<file path="config.mk">
export PLATFORM = sky130hd
export DESIGN_NAME = video_input_pin_mapper
export DESIGN_NICKNAME = d
export VERILOG_FILES = /design/src/core/pin_mapper_pkg.sv /design/src/core/video_input_pin_mapper.sv
export SDC_FILE = /design/constraint.sdc
export NUM_CORES = 1
export LEC_CHECK = 0
export BUFFER_PORTS_ARGS = -buffer_cell sky130_fd_sc_hd__buf_2
export CORE_ASPECT_RATIO = 1.5
export CORE_MARGIN = 2
export CORE_UTILIZATION = 54
export DETAILED_ROUTE_END_ITERATION = 8
export PLACE_DENSITY = 0.79
export SYNTH_ARGS = -nofsm -noshare
export SYNTH_HDL_FRONTEND = slang
export SYNTH_SLANG_ARGS = --single-unit
</file>
<file path="constraint.sdc">
create_clock -name clk_i -period 7.25 [get_ports clk_i]
set_input_delay 0.3625 -clock clk_i [delete_from_list [all_inputs] [get_ports clk_i]]
set_output_delay 0.3625 -clock clk_i [all_outputs]
set_load 0.05 [all_outputs]
</file>
<file path="src/core/pin_mapper_pkg.sv">
package pin_mapper_pkg;

  localparam int PIN_COUNT   = 36;
  localparam int NARROW_LOW  = 12;
  localparam int COMP_A_W    = 12;
  localparam int COMP_B_W    = 10;
  localparam int SYNC_COUNT  = 3;

  // Register byte addresses on the Avalon-MM slave.
  localparam logic [3:0] CTRL_ADDR   = 4'h0;
  localparam logic [3:0] STATUS_ADDR = 4'h4;

  // Control register field positions.
  localparam int CTRL_NARROW_BIT  = 0;
  localparam int CTRL_MAP_LSB     = 1;
  localparam int CTRL_FMT_A_LSB   = 3;
  localparam int CTRL_FMT_B_LSB   = 5;
  localparam int CTRL_EIGHT_BIT   = 7;
  localparam int CTRL_TRIPLE_BIT  = 8;
  localparam int CTRL_MAIN_BIT    = 9;
  localparam int CTRL_CAPTURE_BIT = 10;
  localparam int CFG_W            = 10;

  // Status register field positions.
  localparam int STAT_PENDING_BIT  = 16;
  localparam int STAT_CONFLICT_BIT = 17;
  localparam int STAT_BAD_MAP_BIT  = 18;

  // Control reset value: narrow input, map 00, both formats 10, main select 1.
  localparam logic [10:0] CTRL_RESET = 11'h251;

  localparam logic [1:0] MAP_00 = 2'b00;
  localparam logic [1:0] MAP_01 = 2'b01;
  localparam logic [1:0] MAP_10 = 2'b10;
  localparam logic [1:0] MAP_11 = 2'b11;

  localparam logic [1:0] FMT_00 = 2'b00;
  localparam logic [1:0] FMT_01 = 2'b01;
  localparam logic [1:0] FMT_10 = 2'b10;
  localparam logic [1:0] FMT_11 = 2'b11;

  typedef enum logic [1:0] {
    BUS_WAIT = 2'b01,
    BUS_ACK  = 2'b10
  } bus_state_e;

endpackage

</file>
<file path="src/core/video_input_pin_mapper.sv">
// Contract
// - Thirty-six input pins 0..35 with selectable narrow 24-pin or full 36-pin width.
// - Narrow width uses only pins 35..12 with the three narrow pin maps.
// - Map select picks the map; port A format, 8-bit and 4:4:4 bits pick assignment inside it.
// - Narrow map 00 dual multiplexed: A from 35..26, B from 25..16; 8-bit higher.
// - Narrow map 00 single YC: 20-bit luma 35..26 chroma 25..16; 16-bit higher.
// - Narrow map 00 4:4:4: blue 12..19, green 20..27, red 28..35, LSB first.
// - Narrow map 10 reverses order; 10-bit low bits on pins 28,29,32,33.
// - Narrow map 11: A low bits 14-15 high 20-27; B low 18-19 high 28-35.
// - Full map 00 dual multiplexed: A from pins 26..35, B from pins 6..15.
// - Full map 00 dual YC: A luma 26..35, chroma 16..25; B luma 8..15, chroma 0..7.
// - Full map 00 4:4:4 30-bit: red 6..15, blue 16..25, green 26..35.
// - Full map 01 dual 8-bit forms; port B syncs from pins 0, 1, 2.
// - Full map 10 36-bit: red, green, blue groups of twelve, MSB first.
// - Full map 11 36-bit: blue, green, red groups of twelve, LSB first.
module video_input_pin_mapper
  import pin_mapper_pkg::*;
(
  input  wire logic                  clk_i,
  input  wire logic                  arst_n_i,
  input  wire logic [3:0]            avs_address_i,
  input  wire logic                  avs_read_i,
  input  wire logic                  avs_write_i,
  input  wire logic [31:0]           avs_writedata_i,
  input  wire logic [3:0]            avs_byteenable_i,
  output logic      [31:0]           avs_readdata_o,
  output logic                       avs_waitrequest_o,
  input  wire logic [PIN_COUNT-1:0]  video_pins_i,
  input  wire logic                  port_a_line_active_i,
  input  wire logic                  port_a_frame_active_i,
  input  wire logic                  port_a_field_flag_i,
  output logic      [COMP_A_W-1:0]   port_a_luma_o,
  output logic      [COMP_A_W-1:0]   port_a_blue_o,
  output logic      [COMP_A_W-1:0]   port_a_red_o,
  output logic      [COMP_B_W-1:0]   port_b_luma_o,
  output logic      [COMP_B_W-1:0]   port_b_chroma_o,
  output logic                       port_a_line_active_o,
  output logic                       port_a_frame_active_o,
  output logic                       port_a_field_flag_o,
  output logic                       port_b_line_active_o,
  output logic                       port_b_frame_active_o,
  output logic                       port_b_field_flag_o,
  output logic                       capture_active_o,
  output logic                       main_path_select_o
);

  function automatic logic [7:0] rev8(input logic [7:0] v);
    logic [7:0] r;
    r = '0;
    for (int i = 0; i < 8; i++) begin
      r[i] = v[7-i];
    end
    return r;
  endfunction

  function automatic logic [11:0] rev12(input logic [11:0] v);
    logic [11:0] r;
    r = '0;
    for (int i = 0; i < 12; i++) begin
      r[i] = v[11-i];
    end
    return r;
  endfunction

  logic                 rst_meta_reg;
  logic                 rst_n_reg;
  logic [PIN_COUNT+2:0] pin_meta_reg;
  logic [PIN_COUNT+2:0] pin_sync_reg;
  logic [PIN_COUNT-1:0] pin_s;

  // Reset release and pin sampling through two flip-flops each.
  always_ff @(posedge clk_i or negedge arst_n_i) begin
    if (!arst_n_i) begin
      rst_meta_reg <= 1'b0;
      rst_n_reg    <= 1'b0;
    end else begin
      rst_meta_reg <= 1'b1;
      rst_n_reg    <= rst_meta_reg;
    end
  end

  always_ff @(posedge clk_i or negedge rst_n_reg) begin
    if (!rst_n_reg) begin
      pin_meta_reg <= '0;
      pin_sync_reg <= '0;
    end else begin
      pin_meta_reg <= {port_a_field_flag_i, port_a_frame_active_i, port_a_line_active_i, video_pins_i};
      pin_sync_reg <= pin_meta_reg;
    end
  end

  assign pin_s = pin_sync_reg[PIN_COUNT-1:0];

  // Bus slave and configuration.
  bus_state_e       bus_reg;
  bus_state_e       bus_next;
  logic [10:0]      ctrl_reg;
  logic [10:0]      ctrl_next;
  logic [CFG_W-1:0] active_reg;
  logic [CFG_W-1:0] active_next;
  logic [31:0]      rdata_reg;
  logic [31:0]      rdata_next;
  logic             bad_map;
  logic             conflict;

  // Every 4:4:4 format and every format, narrow or full, that is not a dual one counts as port A only.
  assign conflict = !ctrl_reg[CTRL_MAIN_BIT] && (active_reg[CTRL_TRIPLE_BIT] ||
                    !(active_reg[CTRL_FMT_A_LSB +: 2] == FMT_10 ||
                      (!active_reg[CTRL_NARROW_BIT] && active_reg[CTRL_FMT_A_LSB +: 2] == FMT_11)));

  always_comb begin
    bus_next    = bus_reg;
    ctrl_next   = ctrl_reg;
    rdata_next  = rdata_reg;
    active_next = active_reg;
    case (bus_reg)
      BUS_WAIT: begin
        if (avs_read_i || avs_write_i) begin
          bus_next   = BUS_ACK;
          rdata_next = '0;
          if (avs_read_i && avs_address_i == CTRL_ADDR) begin
            rdata_next[10:0] = ctrl_reg;
          end else if (avs_read_i && avs_address_i == STATUS_ADDR) begin
            rdata_next[CFG_W-1:0]        = active_reg;
            rdata_next[STAT_PENDING_BIT]  = active_reg != ctrl_reg[CFG_W-1:0];
            rdata_next[STAT_CONFLICT_BIT] = conflict;
            rdata_next[STAT_BAD_MAP_BIT]  = bad_map;
          end
        end
      end
      BUS_ACK: begin
        bus_next = BUS_WAIT;
        if (avs_write_i && avs_address_i == CTRL_ADDR) begin
          if (avs_byteenable_i[0]) begin
            ctrl_next[7:0] = avs_writedata_i[7:0];
          end
          if (avs_byteenable_i[1]) begin
            ctrl_next[10:8] = avs_writedata_i[10:8];
          end
        end
      end
      default: bus_next = BUS_WAIT;
    endcase
    // New map, width and formats reach the datapath only while capture is idle.
    if (!ctrl_reg[CTRL_CAPTURE_BIT]) begin
      active_next = ctrl_reg[CFG_W-1:0];
    end
  end

  always_ff @(posedge clk_i or negedge rst_n_reg) begin
    if (!rst_n_reg) begin
      bus_reg    <= BUS_WAIT;
      ctrl_reg   <= CTRL_RESET;
      active_reg <= CTRL_RESET[CFG_W-1:0];
      rdata_reg  <= '0;
    end else begin
      bus_reg    <= bus_next;
      ctrl_reg   <= ctrl_next;
      active_reg <= active_next;
      rdata_reg  <= rdata_next;
    end
  end

  assign avs_readdata_o    = rdata_reg;
  // Bit 0 of the one-hot state marks the idle state, so waitrequest comes straight from a flip-flop.
  assign avs_waitrequest_o = bus_reg[0];

  // Pin map datapath.
  logic                narrow;
  logic [1:0]          map_sel;
  logic [1:0]          fmt_a;
  logic                eight;
  logic                triple;
  logic                dual;
  logic [COMP_A_W-1:0] a_y_next, a_c_next, a_r_next;
  logic [COMP_A_W-1:0] a_y_reg, a_c_reg, a_r_reg;
  logic [COMP_B_W-1:0] b_y_next, b_c_next;
  logic [COMP_B_W-1:0] b_y_reg, b_c_reg;
  logic [9:0]          word_a, word_b;
  logic [2:0]          b_sync_next, b_sync_reg;
  logic [2:0]          a_sync_reg;
  logic                cap_reg, main_reg;

  assign narrow  = active_reg[CTRL_NARROW_BIT];
  assign map_sel = active_reg[CTRL_MAP_LSB +: 2];
  assign fmt_a   = active_reg[CTRL_FMT_A_LSB +: 2];
  assign eight   = active_reg[CTRL_EIGHT_BIT];
  assign triple  = active_reg[CTRL_TRIPLE_BIT];
  assign dual    = (fmt_a == FMT_10) || (!narrow && fmt_a == FMT_11);
  assign bad_map = narrow && map_sel == MAP_01;

  // Unassigned bits stay zero, so no unused pin reaches a component.
  always_comb begin
    a_y_next = '0;
    a_c_next = '0;
    a_r_next = '0;
    b_y_next = '0;
    b_c_next = '0;
    b_sync_next = '0;
    word_a = '0;
    word_b = '0;
    if (narrow) begin
      case (map_sel)
        MAP_00: begin
          if (triple) begin
            a_c_next[7:0] = pin_s[19:12];
            a_y_next[7:0] = pin_s[27:20];
            a_r_next[7:0] = pin_s[35:28];
          end else begin
            if ((dual && eight) || (!dual && fmt_a == FMT_01)) begin
              word_a[7:0] = pin_s[35:28];
              word_b[7:0] = pin_s[25:18];
            end else begin
              word_a = pin_s[35:26];
              word_b = pin_s[25:16];
            end
          end
        end
        MAP_10: begin
          if (triple) begin
            a_r_next[7:0] = rev8(pin_s[19:12]);
            a_y_next[7:0] = rev8(pin_s[27:20]);
            a_c_next[7:0] = rev8(pin_s[35:28]);
          end else if (eight) begin
            word_a[7:0] = rev8(pin_s[27:20]);
            word_b[7:0] = rev8(pin_s[19:12]);
          end else begin
            word_a = {rev8(pin_s[27:20]), pin_s[32], pin_s[33]};
            word_b = {rev8(pin_s[19:12]), pin_s[28], pin_s[29]};
          end
        end
        MAP_11: begin
          if (triple) begin
            a_c_next[7:0] = pin_s[19:12];
            a_y_next[7:0] = pin_s[27:20];
            a_r_next[7:0] = pin_s[35:28];
          end else if (eight) begin
            word_a[7:0] = pin_s[27:20];
            word_b[7:0] = pin_s[35:28];
          end else begin
            word_a = {pin_s[27:20], pin_s[15:14]};
            word_b = {pin_s[35:28], pin_s[19:18]};
          end
        end
        default: begin
          word_a = '0;
        end
      endcase
      a_y_next[9:0] = a_y_next[9:0] | word_a;
      if (dual) begin
        b_y_next = word_b;
      end else begin
        a_c_next[9:0] = a_c_next[9:0] | word_b;
      end
    end else begin
      case (map_sel)
        MAP_00: begin
          if (triple) begin
            a_r_next[9:0] = pin_s[15:6];
            a_c_next[9:0] = pin_s[25:16];
            a_y_next[9:0] = pin_s[35:26];
          end else if (fmt_a == FMT_10) begin
            a_y_next[9:0] = pin_s[35:26];
            b_y_next      = pin_s[15:6];
          end else begin
            a_y_next[9:0] = pin_s[35:26];
            a_c_next[9:0] = pin_s[25:16];
            b_y_next[7:0] = pin_s[15:8];
            b_c_next[7:0] = pin_s[7:0];
          end
        end
        MAP_01: begin
          b_sync_next = pin_s[2:0];
          a_y_next[7:0] = pin_s[35:28];
          b_y_next[7:0] = pin_s[19:12];
          if (fmt_a != FMT_10) begin
            a_c_next[7:0] = pin_s[27:20];
            b_c_next[7:0] = pin_s[11:4];
          end
        end
        MAP_10: begin
          a_r_next = rev12(pin_s[11:0]);
          a_y_next = rev12(pin_s[23:12]);
          a_c_next = rev12(pin_s[35:24]);
        end
        default: begin
          a_c_next = pin_s[11:0];
          a_y_next = pin_s[23:12];
          a_r_next = pin_s[35:24];
        end
      endcase
    end
  end

  always_ff @(posedge clk_i or negedge rst_n_reg) begin
    if (!rst_n_reg) begin
      a_y_reg    <= '0;
      a_c_reg    <= '0;
      a_r_reg    <= '0;
      b_y_reg    <= '0;
      b_c_reg    <= '0;
      b_sync_reg <= '0;
      a_sync_reg <= '0;
      cap_reg    <= 1'b0;
      main_reg   <= 1'b1;
    end else begin
      a_y_reg    <= a_y_next;
      a_c_reg    <= a_c_next;
      a_r_reg    <= a_r_next;
      b_y_reg    <= b_y_next;
      b_c_reg    <= b_c_next;
      b_sync_reg <= b_sync_next;
      a_sync_reg <= pin_sync_reg[PIN_COUNT+2:PIN_COUNT];
      cap_reg    <= ctrl_reg[CTRL_CAPTURE_BIT];
      main_reg   <= ctrl_reg[CTRL_MAIN_BIT];
    end
  end

  assign port_a_luma_o         = a_y_reg;
  assign port_a_blue_o         = a_c_reg;
  assign port_a_red_o          = a_r_reg;
  assign port_b_luma_o         = b_y_reg;
  assign port_b_chroma_o       = b_c_reg;
  assign port_b_field_flag_o   = b_sync_reg[0];
  assign port_b_line_active_o  = b_sync_reg[1];
  assign port_b_frame_active_o = b_sync_reg[2];
  assign port_a_line_active_o  = a_sync_reg[0];
  assign port_a_frame_active_o = a_sync_reg[1];
  assign port_a_field_flag_o   = a_sync_reg[2];
  assign capture_active_o      = cap_reg;
  assign main_path_select_o    = main_reg;

  // Helper copy of the sampled pins for the checks below.
  logic [PIN_COUNT-1:0] pin_prev;
  always_ff @(posedge clk_i) begin
    pin_prev <= pin_s;
  end

  a_narrow_dual_map: assert property (@(posedge clk_i) disable iff (!rst_n_reg)
    narrow && map_sel == MAP_00 && !triple && fmt_a == FMT_10 && !eight
    |=> port_a_luma_o[9:0] == pin_prev[35:26] && port_b_luma_o == pin_prev[25:16])
    else $error("narrow map 00 dual port routing wrong");
  a_narrow_yc_map: assert property (@(posedge clk_i) disable iff (!rst_n_reg)
    narrow && map_sel == MAP_00 && !triple && fmt_a == FMT_01
    |=> port_a_luma_o == {4'h0, pin_prev[35:28]} && port_a_blue_o == {4'h0, pin_prev[25:18]})
    else $error("narrow map 00 16-bit YC routing wrong");
  a_narrow_rgb_map: assert property (@(posedge clk_i) disable iff (!rst_n_reg)
    narrow && map_sel == MAP_00 && triple
    |=> port_a_blue_o[7:0] == pin_prev[19:12] && port_a_red_o[7:0] == pin_prev[35:28])
    else $error("narrow map 00 4:4:4 routing wrong");
  a_reversed_map: assert property (@(posedge clk_i) disable iff (!rst_n_reg)
    narrow && map_sel == MAP_10 && !triple && !eight
    |=> port_a_luma_o[9] == pin_prev[20] && port_a_luma_o[0] == pin_prev[33])
    else $error("narrow map 10 bit order wrong");
  a_split_map: assert property (@(posedge clk_i) disable iff (!rst_n_reg)
    narrow && map_sel == MAP_11 && !triple && !eight
    |=> port_a_luma_o[1:0] == pin_prev[15:14] && port_a_luma_o[9:2] == pin_prev[27:20])
    else $error("narrow map 11 split routing wrong");
  a_full_dual_map: assert property (@(posedge clk_i) disable iff (!rst_n_reg)
    !narrow && map_sel == MAP_00 && !triple && fmt_a == FMT_10
    |=> port_b_luma_o == pin_prev[15:6] && port_b_chroma_o == 10'h000)
    else $error("full map 00 dual multiplexed routing wrong");
  a_full_yc_map: assert property (@(posedge clk_i) disable iff (!rst_n_reg)
    !narrow && map_sel == MAP_00 && !triple && fmt_a == FMT_11
    |=> port_b_chroma_o == {2'b00, pin_prev[7:0]} && port_a_blue_o[9:0] == pin_prev[25:16])
    else $error("full map 00 dual YC routing wrong");
  a_full_rgb_map: assert property (@(posedge clk_i) disable iff (!rst_n_reg)
    !narrow && map_sel == MAP_00 && triple
    |=> port_a_red_o[9:0] == pin_prev[15:6] && port_a_luma_o[9:0] == pin_prev[35:26])
    else $error("full map 00 30-bit routing wrong");
  a_port_b_sync: assert property (@(posedge clk_i) disable iff (!rst_n_reg)
    !narrow && map_sel == MAP_01
    |=> port_b_field_flag_o == pin_prev[0] && port_b_frame_active_o == pin_prev[2])
    else $error("port B sync pins wrong");
  a_msb_first_map: assert property (@(posedge clk_i) disable iff (!rst_n_reg)
    !narrow && map_sel == MAP_10 |=> port_a_red_o[11] == pin_prev[0] && port_a_blue_o[0] == pin_prev[35])
    else $error("full map 10 order wrong");
  a_lsb_first_map: assert property (@(posedge clk_i) disable iff (!rst_n_reg)
    !narrow && map_sel == MAP_11 |=> port_a_red_o == pin_prev[35:24] && port_a_blue_o == pin_prev[11:0])
    else $error("full map 11 order wrong");
  a_config_frozen: assert property (@(posedge clk_i) disable iff (!rst_n_reg)
    ctrl_reg[CTRL_CAPTURE_BIT] |=> $stable(active_reg))
    else $error("active configuration changed during capture");

endmodule

</file>
==> impl_metrics.py, run 1 <==
metrics = {
    "worst_hold_path": {
        "holdPathStages": 1,
        "hp-class": "in2reg",
    },
    "logic_synthesis": {
        "avgSynthCellArea_um2": 10.9,
        "yosysTopAreaCell": "dfrtp_1",
        "muxShareOfSynthArea_pct": 5.85,
        "synth_adder_area_share_pct": 0.778,
        "synth_top_family_by_area": "compound AO/OA/AOI/OAI gates",
        "syn-cell-area_um2": 8040,
        "synth_compound_area_share_pct": 20.3,
        "ys_seq_area_share_pct": 55.9,
        "synthXorXnorAreaFrac_pct": 1.09,
        "synth_seq_cells": 179,
        "synthSimpleGateAreaFrac_pct": 9.21,
        "synth_cells": 741,
        "synth_enable_flop_cells": 0,
        "yosysTopAreaCellShare_pct": 52.6,
        "ys_async_sr_fraction_pct": 100,
        "synth_cell_types": 57,
        "synth_flop_cell": "dfrtp_1",
        "synthTopCellsByArea": "dfrtp_1 (53%), mux2_2 (5.6%), a21oi_1 (3.8%), nand2_1 (3.7%), dfstp_2 (3.3%)",
        "yosysWarnings": 0,
    },
    "global_routing": {
        "grtUsageTotal_pct": 25.9,
        "antenna_found_initial": 0,
        "grt_pass1_vias": 5973,
        "grt_first_pass_wirelength_um": 32200,
        "grt_max_degree": 81,
        "grt.overflow.total": 0,
    },
    "placement": {
        "numPortBuffers": 136,
        "dp_hpwl_um": 13200,
        "gp_congestion": 0.983,
    },
    "clock_tree": {
        "clock_latency_ns": 0.43,
        "numClockSinks": 179,
        "clk_pin_slew_worst_paths_ns": 0.07,
        "holdBufCountCts": 1,
        "numCtsBuffers": 17,
        "post_cts_buffers": 0,
        "cts_tree": "done",
        "cts-resized-gates": 0,
        "clockBufferDepth": 2,
        "cts_root_buf": "clkbuf_16",
        "htreeDepth": 4,
    },
    "worst_setup_path": {
        "r2r-end": "port_b_luma_o[7]",
        "cp_data_required_time_ns": 7.57,
        "crit_fanout": 42,
        "criticalPathCategory": "reg2reg",
        "r2r_cells": 5,
        "worst_ep_arrival_time_ns": 3.17,
        "endpoint": "port_b_luma_o[7]",
        "critPathLaunchType": "flip-flop",
        "rrSetupSlack_ns": 4.40,
        "crit_path_end_kind": "flip-flop",
        "rr_startpoint": "active_reg[0]",
        "startpoint": "active_reg[0]",
    },
    "cells_and_area": {
        "utilization_pct": 63.6,
        "nets": 919,
        "syn2layout_area_growth_pct": 14.9,
        "layout_commonest_cell": "dfrtp_1",
        "final_cell_mix": "dfrtp_1 (168), buf_2 (136), nand2_1 (80)",
        "drive_gt1_share_pct": 28.1,
        "antenna_cells": 0,
    },
    "route": {
        "drc_errors": 0,
        "drtIter0Drc": 828,
        "antenna_left": 0,
        "vias_per_cell": 6.08,
        "num_vias": 6319,
        "firstDrtPassIters": 6,
        "routedWlPerCell_um": 19.6,
        "drt-total-wl_um": 20400,
    },
    "sta": {
        "period_share_pct": 39.3,
        "setup_viol": 0,
        "tightest_slew_ns": 1.00,
        "maxSlewViolCount": 0,
        "setup_tns_ns": 0,
        "rsz0062_at_grt": "no",
        "clock_skew_ns": 0.0120,
        "slew_headroom_pct": 33.2,
        "hold_viol_final": 0,
        "post-route-min-period_ns": 2.85,
        "fmax_ghz": 0.351,
    },
    "pwr": {
        "switching_power_uw": 1150,
        "max-vdd-ir-drop_mv": 0.197,
        "p_per_area_nw_per_um2": 331,
        "leakage_uw": 0.00443,
        "p_seq_share_pct": 40.0,
        "switching_share_pct": 37.6,
        "internal_power_uw": 1910,
        "pwr-share-comb_pct": 30.3,
        "pwr-share-clk_pct": 29.8,
    },
    "die": {
        "initial_core_util_pct": 55.4,
        "die_area_um2": 15900,
        "rows": 54,
        "fp.dieW_um": 104,
        "core_region_area_um2": 14500,
        "boundaryPins": 180,
        "chipHeight_um": 153,
    },
    "status": {
        "status": "complete, no violations",
    },
    "run": {
        "maxCapViolCount": 0,
    },
}
metal layers:
metal | vias to the layer above | track usage [%] | wire length (um) | part of all wire [%]
met5 | - | 0 | 0 | 0
met4 | 0 | 13.3 | 1110 | 5.5
met3 | 108 | 6.31 | 2070 | 10
met2 | 427 | 42.7 | 9830 | 48
met1 | 2971 | 31.8 | 7350 | 36
li1 | 2813 | - | - | -
kinds of logic after synthesis:
kind of cell / after synthesis
compound gates: 227
flops: 179
simple gates: 163
buf+inv: 113
mux: 42
xor+xnor: 10
fa+ha+maj: 5
other cells: 2
worst max-delay path: stages, from the launching register on:
cell      delay (ns)
dfstp_2         0.62
buf_4           0.42
nand2b_1        0.43
nor3_1          0.91
inv_1           0.08
o21ai_0         0.24
worst min-delay path by stage:
stage                     slack, ns             startpoint          endpoint
after floorplan                0.07               arst_n_i      rst_meta_reg
after global placement         0.15               arst_n_i      rst_meta_reg
after detailed placement       0.15               arst_n_i      rst_meta_reg
after CTS                      0.02   port_a_line_active_i  pin_meta_reg[36]
after global routing           0.02  port_a_frame_active_i  pin_meta_reg[37]
final                          0.04   port_a_line_active_i  pin_meta_reg[36]
synth_stat cells (all sizes together) (8+ instances only):
master / count
inv: 19
clkbuf: 37
dfstp: 10
a22oi: 32
a221oi: 16
a31oi: 16
o22ai: 16
o211ai: 15
dfrtp: 169
nor2: 39
xor2: 8
buf: 57
a22o: 14
nand2: 81
nand3: 15
o2bb2ai: 8
a221o: 12
o21ai: 9
mux2: 40
a21oi: 61
power by group through the flow:
stage	Sequential, uW	Combinational, uW	Clock [uW]
2_1_floorplan	1520	422	0
3_3_place_gp	1240	904	0
3_5_place_dp	1240	915	0
4_1_cts	1220	919	925
5_1_grt	1240	982	964
6_report	1220	926	911
area by class of cell:
cell class	instances	area, um2
inverters	19	71.3
flip-flops and latches	179	4500
well taps	196	245
clock inverters	12	144
clock buffers	20	447
multi-input cells	468	3080
repair buffers	146	758
fillers	1189	5290
metrics by stage:
| step | total power [uW] | instance area [um2] | worst slack [ns] | instances | hold slack (ns) |
|---|---|---|---|---|---|
| CTS | 3070 | 9240 | 4.50 | 1040 | 0.0250 |
| global placement | 2140 | 8640 | 4.57 | 1007 | 0.149 |
| floorplan | 1940 | 8110 | 1.91 | 760 | 0.0669 |
| global route | 3180 | 9240 | 4.29 | 1040 | 0.0226 |
| finish | 3060 | 9240 | 4.40 | 1040 | 0.0386 |
| detailed placement | 2150 | 8640 | 4.58 | 1007 | 0.150 |
Power figures use the tool's default switching activity.
==> run 2, diff against run 1 <==
--- a/config.mk
+++ b/config.mk
@@ -8,9 +8,9 @@
 export BUFFER_PORTS_ARGS = -buffer_cell sky130_fd_sc_hd__buf_2
 export CORE_ASPECT_RATIO = 1.5
 export CORE_MARGIN = 2
-export CORE_UTILIZATION = 54
+export CORE_UTILIZATION = 49
 export DETAILED_ROUTE_END_ITERATION = 8
-export PLACE_DENSITY = 0.79
+export PLACE_DENSITY = 0.75
 export SYNTH_ARGS = -nofsm -noshare
 export SYNTH_HDL_FRONTEND = slang
 export SYNTH_SLANG_ARGS = --single-unit
==> constraint.sdc (replaced) <==
create_clock -name clk_i -period 2.3 [get_ports clk_i]
set_input_delay 0.115 -clock clk_i [delete_from_list [all_inputs] [get_ports clk_i]]
set_output_delay 0.115 -clock clk_i [all_outputs]
set_load 0.05 [all_outputs]
==> run 2 against run 1 <==
Final cell count rose by 8.6%. First-iteration DRC count fell by 38%. Clock-buffer cell count did not move. Critical path depth rose by 2. Worst hold slack improved by 0.032 ns. Global-route usage rose by 0.22 points. Power rose to 3.2 times the previous value. Fmax rose by 27%. Critical endpoint is now port_a_blue_o[7]. Highest routed layer unchanged.
==> impl_metrics.py, run 2 (synthesized netlist as in run 1, its figures left out) <==
metrics = {
    "clock_tree": {
        "post_cts_buffers": 0,
        "clockBufferDepth": 2,
        "numClockSinks": 179,
        "clk_pin_slew_worst_paths_ns": 0.07,
        "htreeDepth": 4,
        "cts_root_buf": "clkbuf_16",
        "numCtsBuffers": 17,
        "clock_latency_ns": 0.43,
        "cts_tree": "done",
    },
    "sta": {
        "post-route-min-period_ns": 2.25,
        "fmax_ghz": 0.445,
        "slew_headroom_pct": 42.6,
        "rsz0062_at_grt": "yes",
        "setup_viol": 0,
        "hold_viol_final": 0,
        "clock_skew_ns": 0.00782,
        "period_share_pct": 97.6,
        "tightest_slew_ns": 0.854,
        "whs_ns": 0.0710,
        "maxSlewViolCount": 0,
        "timing.final.ws_setup_ns": 0.0543,
    },
    "die": {
        "core_region_area_um2": 16100,
        "fp.dieW_um": 109,
        "rows": 57,
        "boundaryPins": 180,
        "initial_core_util_pct": 49.9,
        "die_area_um2": 17500,
        "chipHeight_um": 161,
    },
    "global_routing": {
        "antenna_found_initial": 0,
        "grtUsageTotal_pct": 26.1,
        "grt_first_pass_wirelength_um": 34400,
        "grt_pass1_vias": 6368,
        "grt.overflow.total": 0,
        "grt_max_degree": 71,
    },
    "route": {
        "antenna_left": 0,
        "vias_per_cell": 5.88,
        "firstDrtPassIters": 6,
        "num_vias": 6637,
        "drt-total-wl_um": 22400,
        "drtIter0Drc": 515,
        "drc_errors": 0,
        "routedWlPerCell_um": 19.9,
    },
    "cells_and_area": {
        "nets": 998,
        "final_cell_mix": "dfrtp_1 (167), buf_2 (136), nand2_1 (80)",
        "utilization_pct": 62.1,
        "antenna_cells": 0,
        "syn2layout_area_growth_pct": 24.5,
        "drive_gt1_share_pct": 29.0,
        "layout_commonest_cell": "dfrtp_1",
        "layoutNonFillerInstCount": 1129,
    },
    "worst_hold_path": {
        "hp-class": "in2reg",
    },
    "worst_setup_path": {
        "cp_top_family": "compound AO/OA/AOI/OAI gates",
        "crit_path_end_kind": "flip-flop",
        "cpPeakStageDelay_ns": 0.51,
        "worst_ep_arrival_time_ns": 2.51,
        "crit_fanout": 60,
        "critPathLaunchType": "flip-flop",
        "crit_chain": "inv_1, ha_1, buf_12, a22oi_1, a21oi_1, a311oi_1, o41ai_1",
        "criticalPathCategory": "reg2reg",
        "critPathBufInv": 2,
        "cp_slowest_cell": "o41ai_1",
        "cp_data_required_time_ns": 2.56,
    },
    "pwr": {
        "p_per_area_nw_per_um2": 963,
        "leakage_uw": 0.00478,
        "max-vdd-ir-drop_mv": 0.644,
        "power.total_uw": 9640,
    },
    "placement": {
        "numPortBuffers": 136,
        "dp_hpwl_um": 15400,
        "place_inst": 1043,
        "gp_congestion": 0.965,
        "dp_slack_ns": 0.0695,
    },
    "run": {
        "maxCapViolCount": 0,
    },
    "status": {
        "status": "complete, no violations",
    },
}
-- run 2: worst register-to-register path, delay by kind of cell (launching register included) --
family	cells	cell delay (ns)
compound gates	4	1.04
flops	1	0.46
buf+inv	2	0.37
fa+ha+maj	1	0.21
-- run 2: stage by stage --
| stage | TNS (ns) | instance area, um2 |
|---|---|---|
| after floorplan | 0 | 8120 |
| after global placement | 0 | 8910 |
| after detailed placement | 0 | 8910 |
| after CTS | 0 | 10000 |
| after global routing | -0.0284 | 10000 |
| final | 0 | 10000 |
-- run 2: repair_timing --
item / CTS / global route
hold endpoints to repair: 53 / 0
resized for setup: 0 / 4
hold buffers: 54 / 0
setup endpoints to repair: 0 / 15
-- run 2: final timing paths --
path	from	endpoint	slack [ns]	cells past startpoint
worst max register to register	active_reg[1]	port_a_blue_o[7]	0.05	7
worst min register to register	rst_n_reg	pin_meta_reg[15]	0.25	0
worst min-delay path	avs_byteenable_i[1]	ctrl_reg[8]	0.07	3
worst max-delay path	active_reg[1]	port_a_blue_o[7]	0.05	7
max in group asynchronous	rst_n_reg	main_path_select_o	1.34	1
min in group asynchronous	rst_n_reg	pin_meta_reg[15]	0.25	0
-- run 2: per-layer routing --
metal / up-vias / global-route usage, % / wire [um]
li1: 2972 / - / -
met2: 357 / 44.5 / 11600
met3: 91 / 4.55 / 1570
met5: - / 0 / 0
met4: 0 / 13.9 / 1100
met1: 3217 / 31.0 / 8130
-- run 2: layout make-up --
type / count / area (um2)
Fill cell: 1361 / 6110
Sequential cell: 179 / 4500
Multi-Input combinational cell: 468 / 3090
Timing Repair Buffer: 225 / 1550
Clock buffer: 20 / 457
Tap cell: 206 / 258
Clock inverter: 12 / 95.1
Inverter: 19 / 71.3
-- run 2: report_power, final --
part	internal (uW)	switching, uW	total [uW]
registers	3560	294	3850
logic	960	2170	3130
clock network	1460	1210	2660
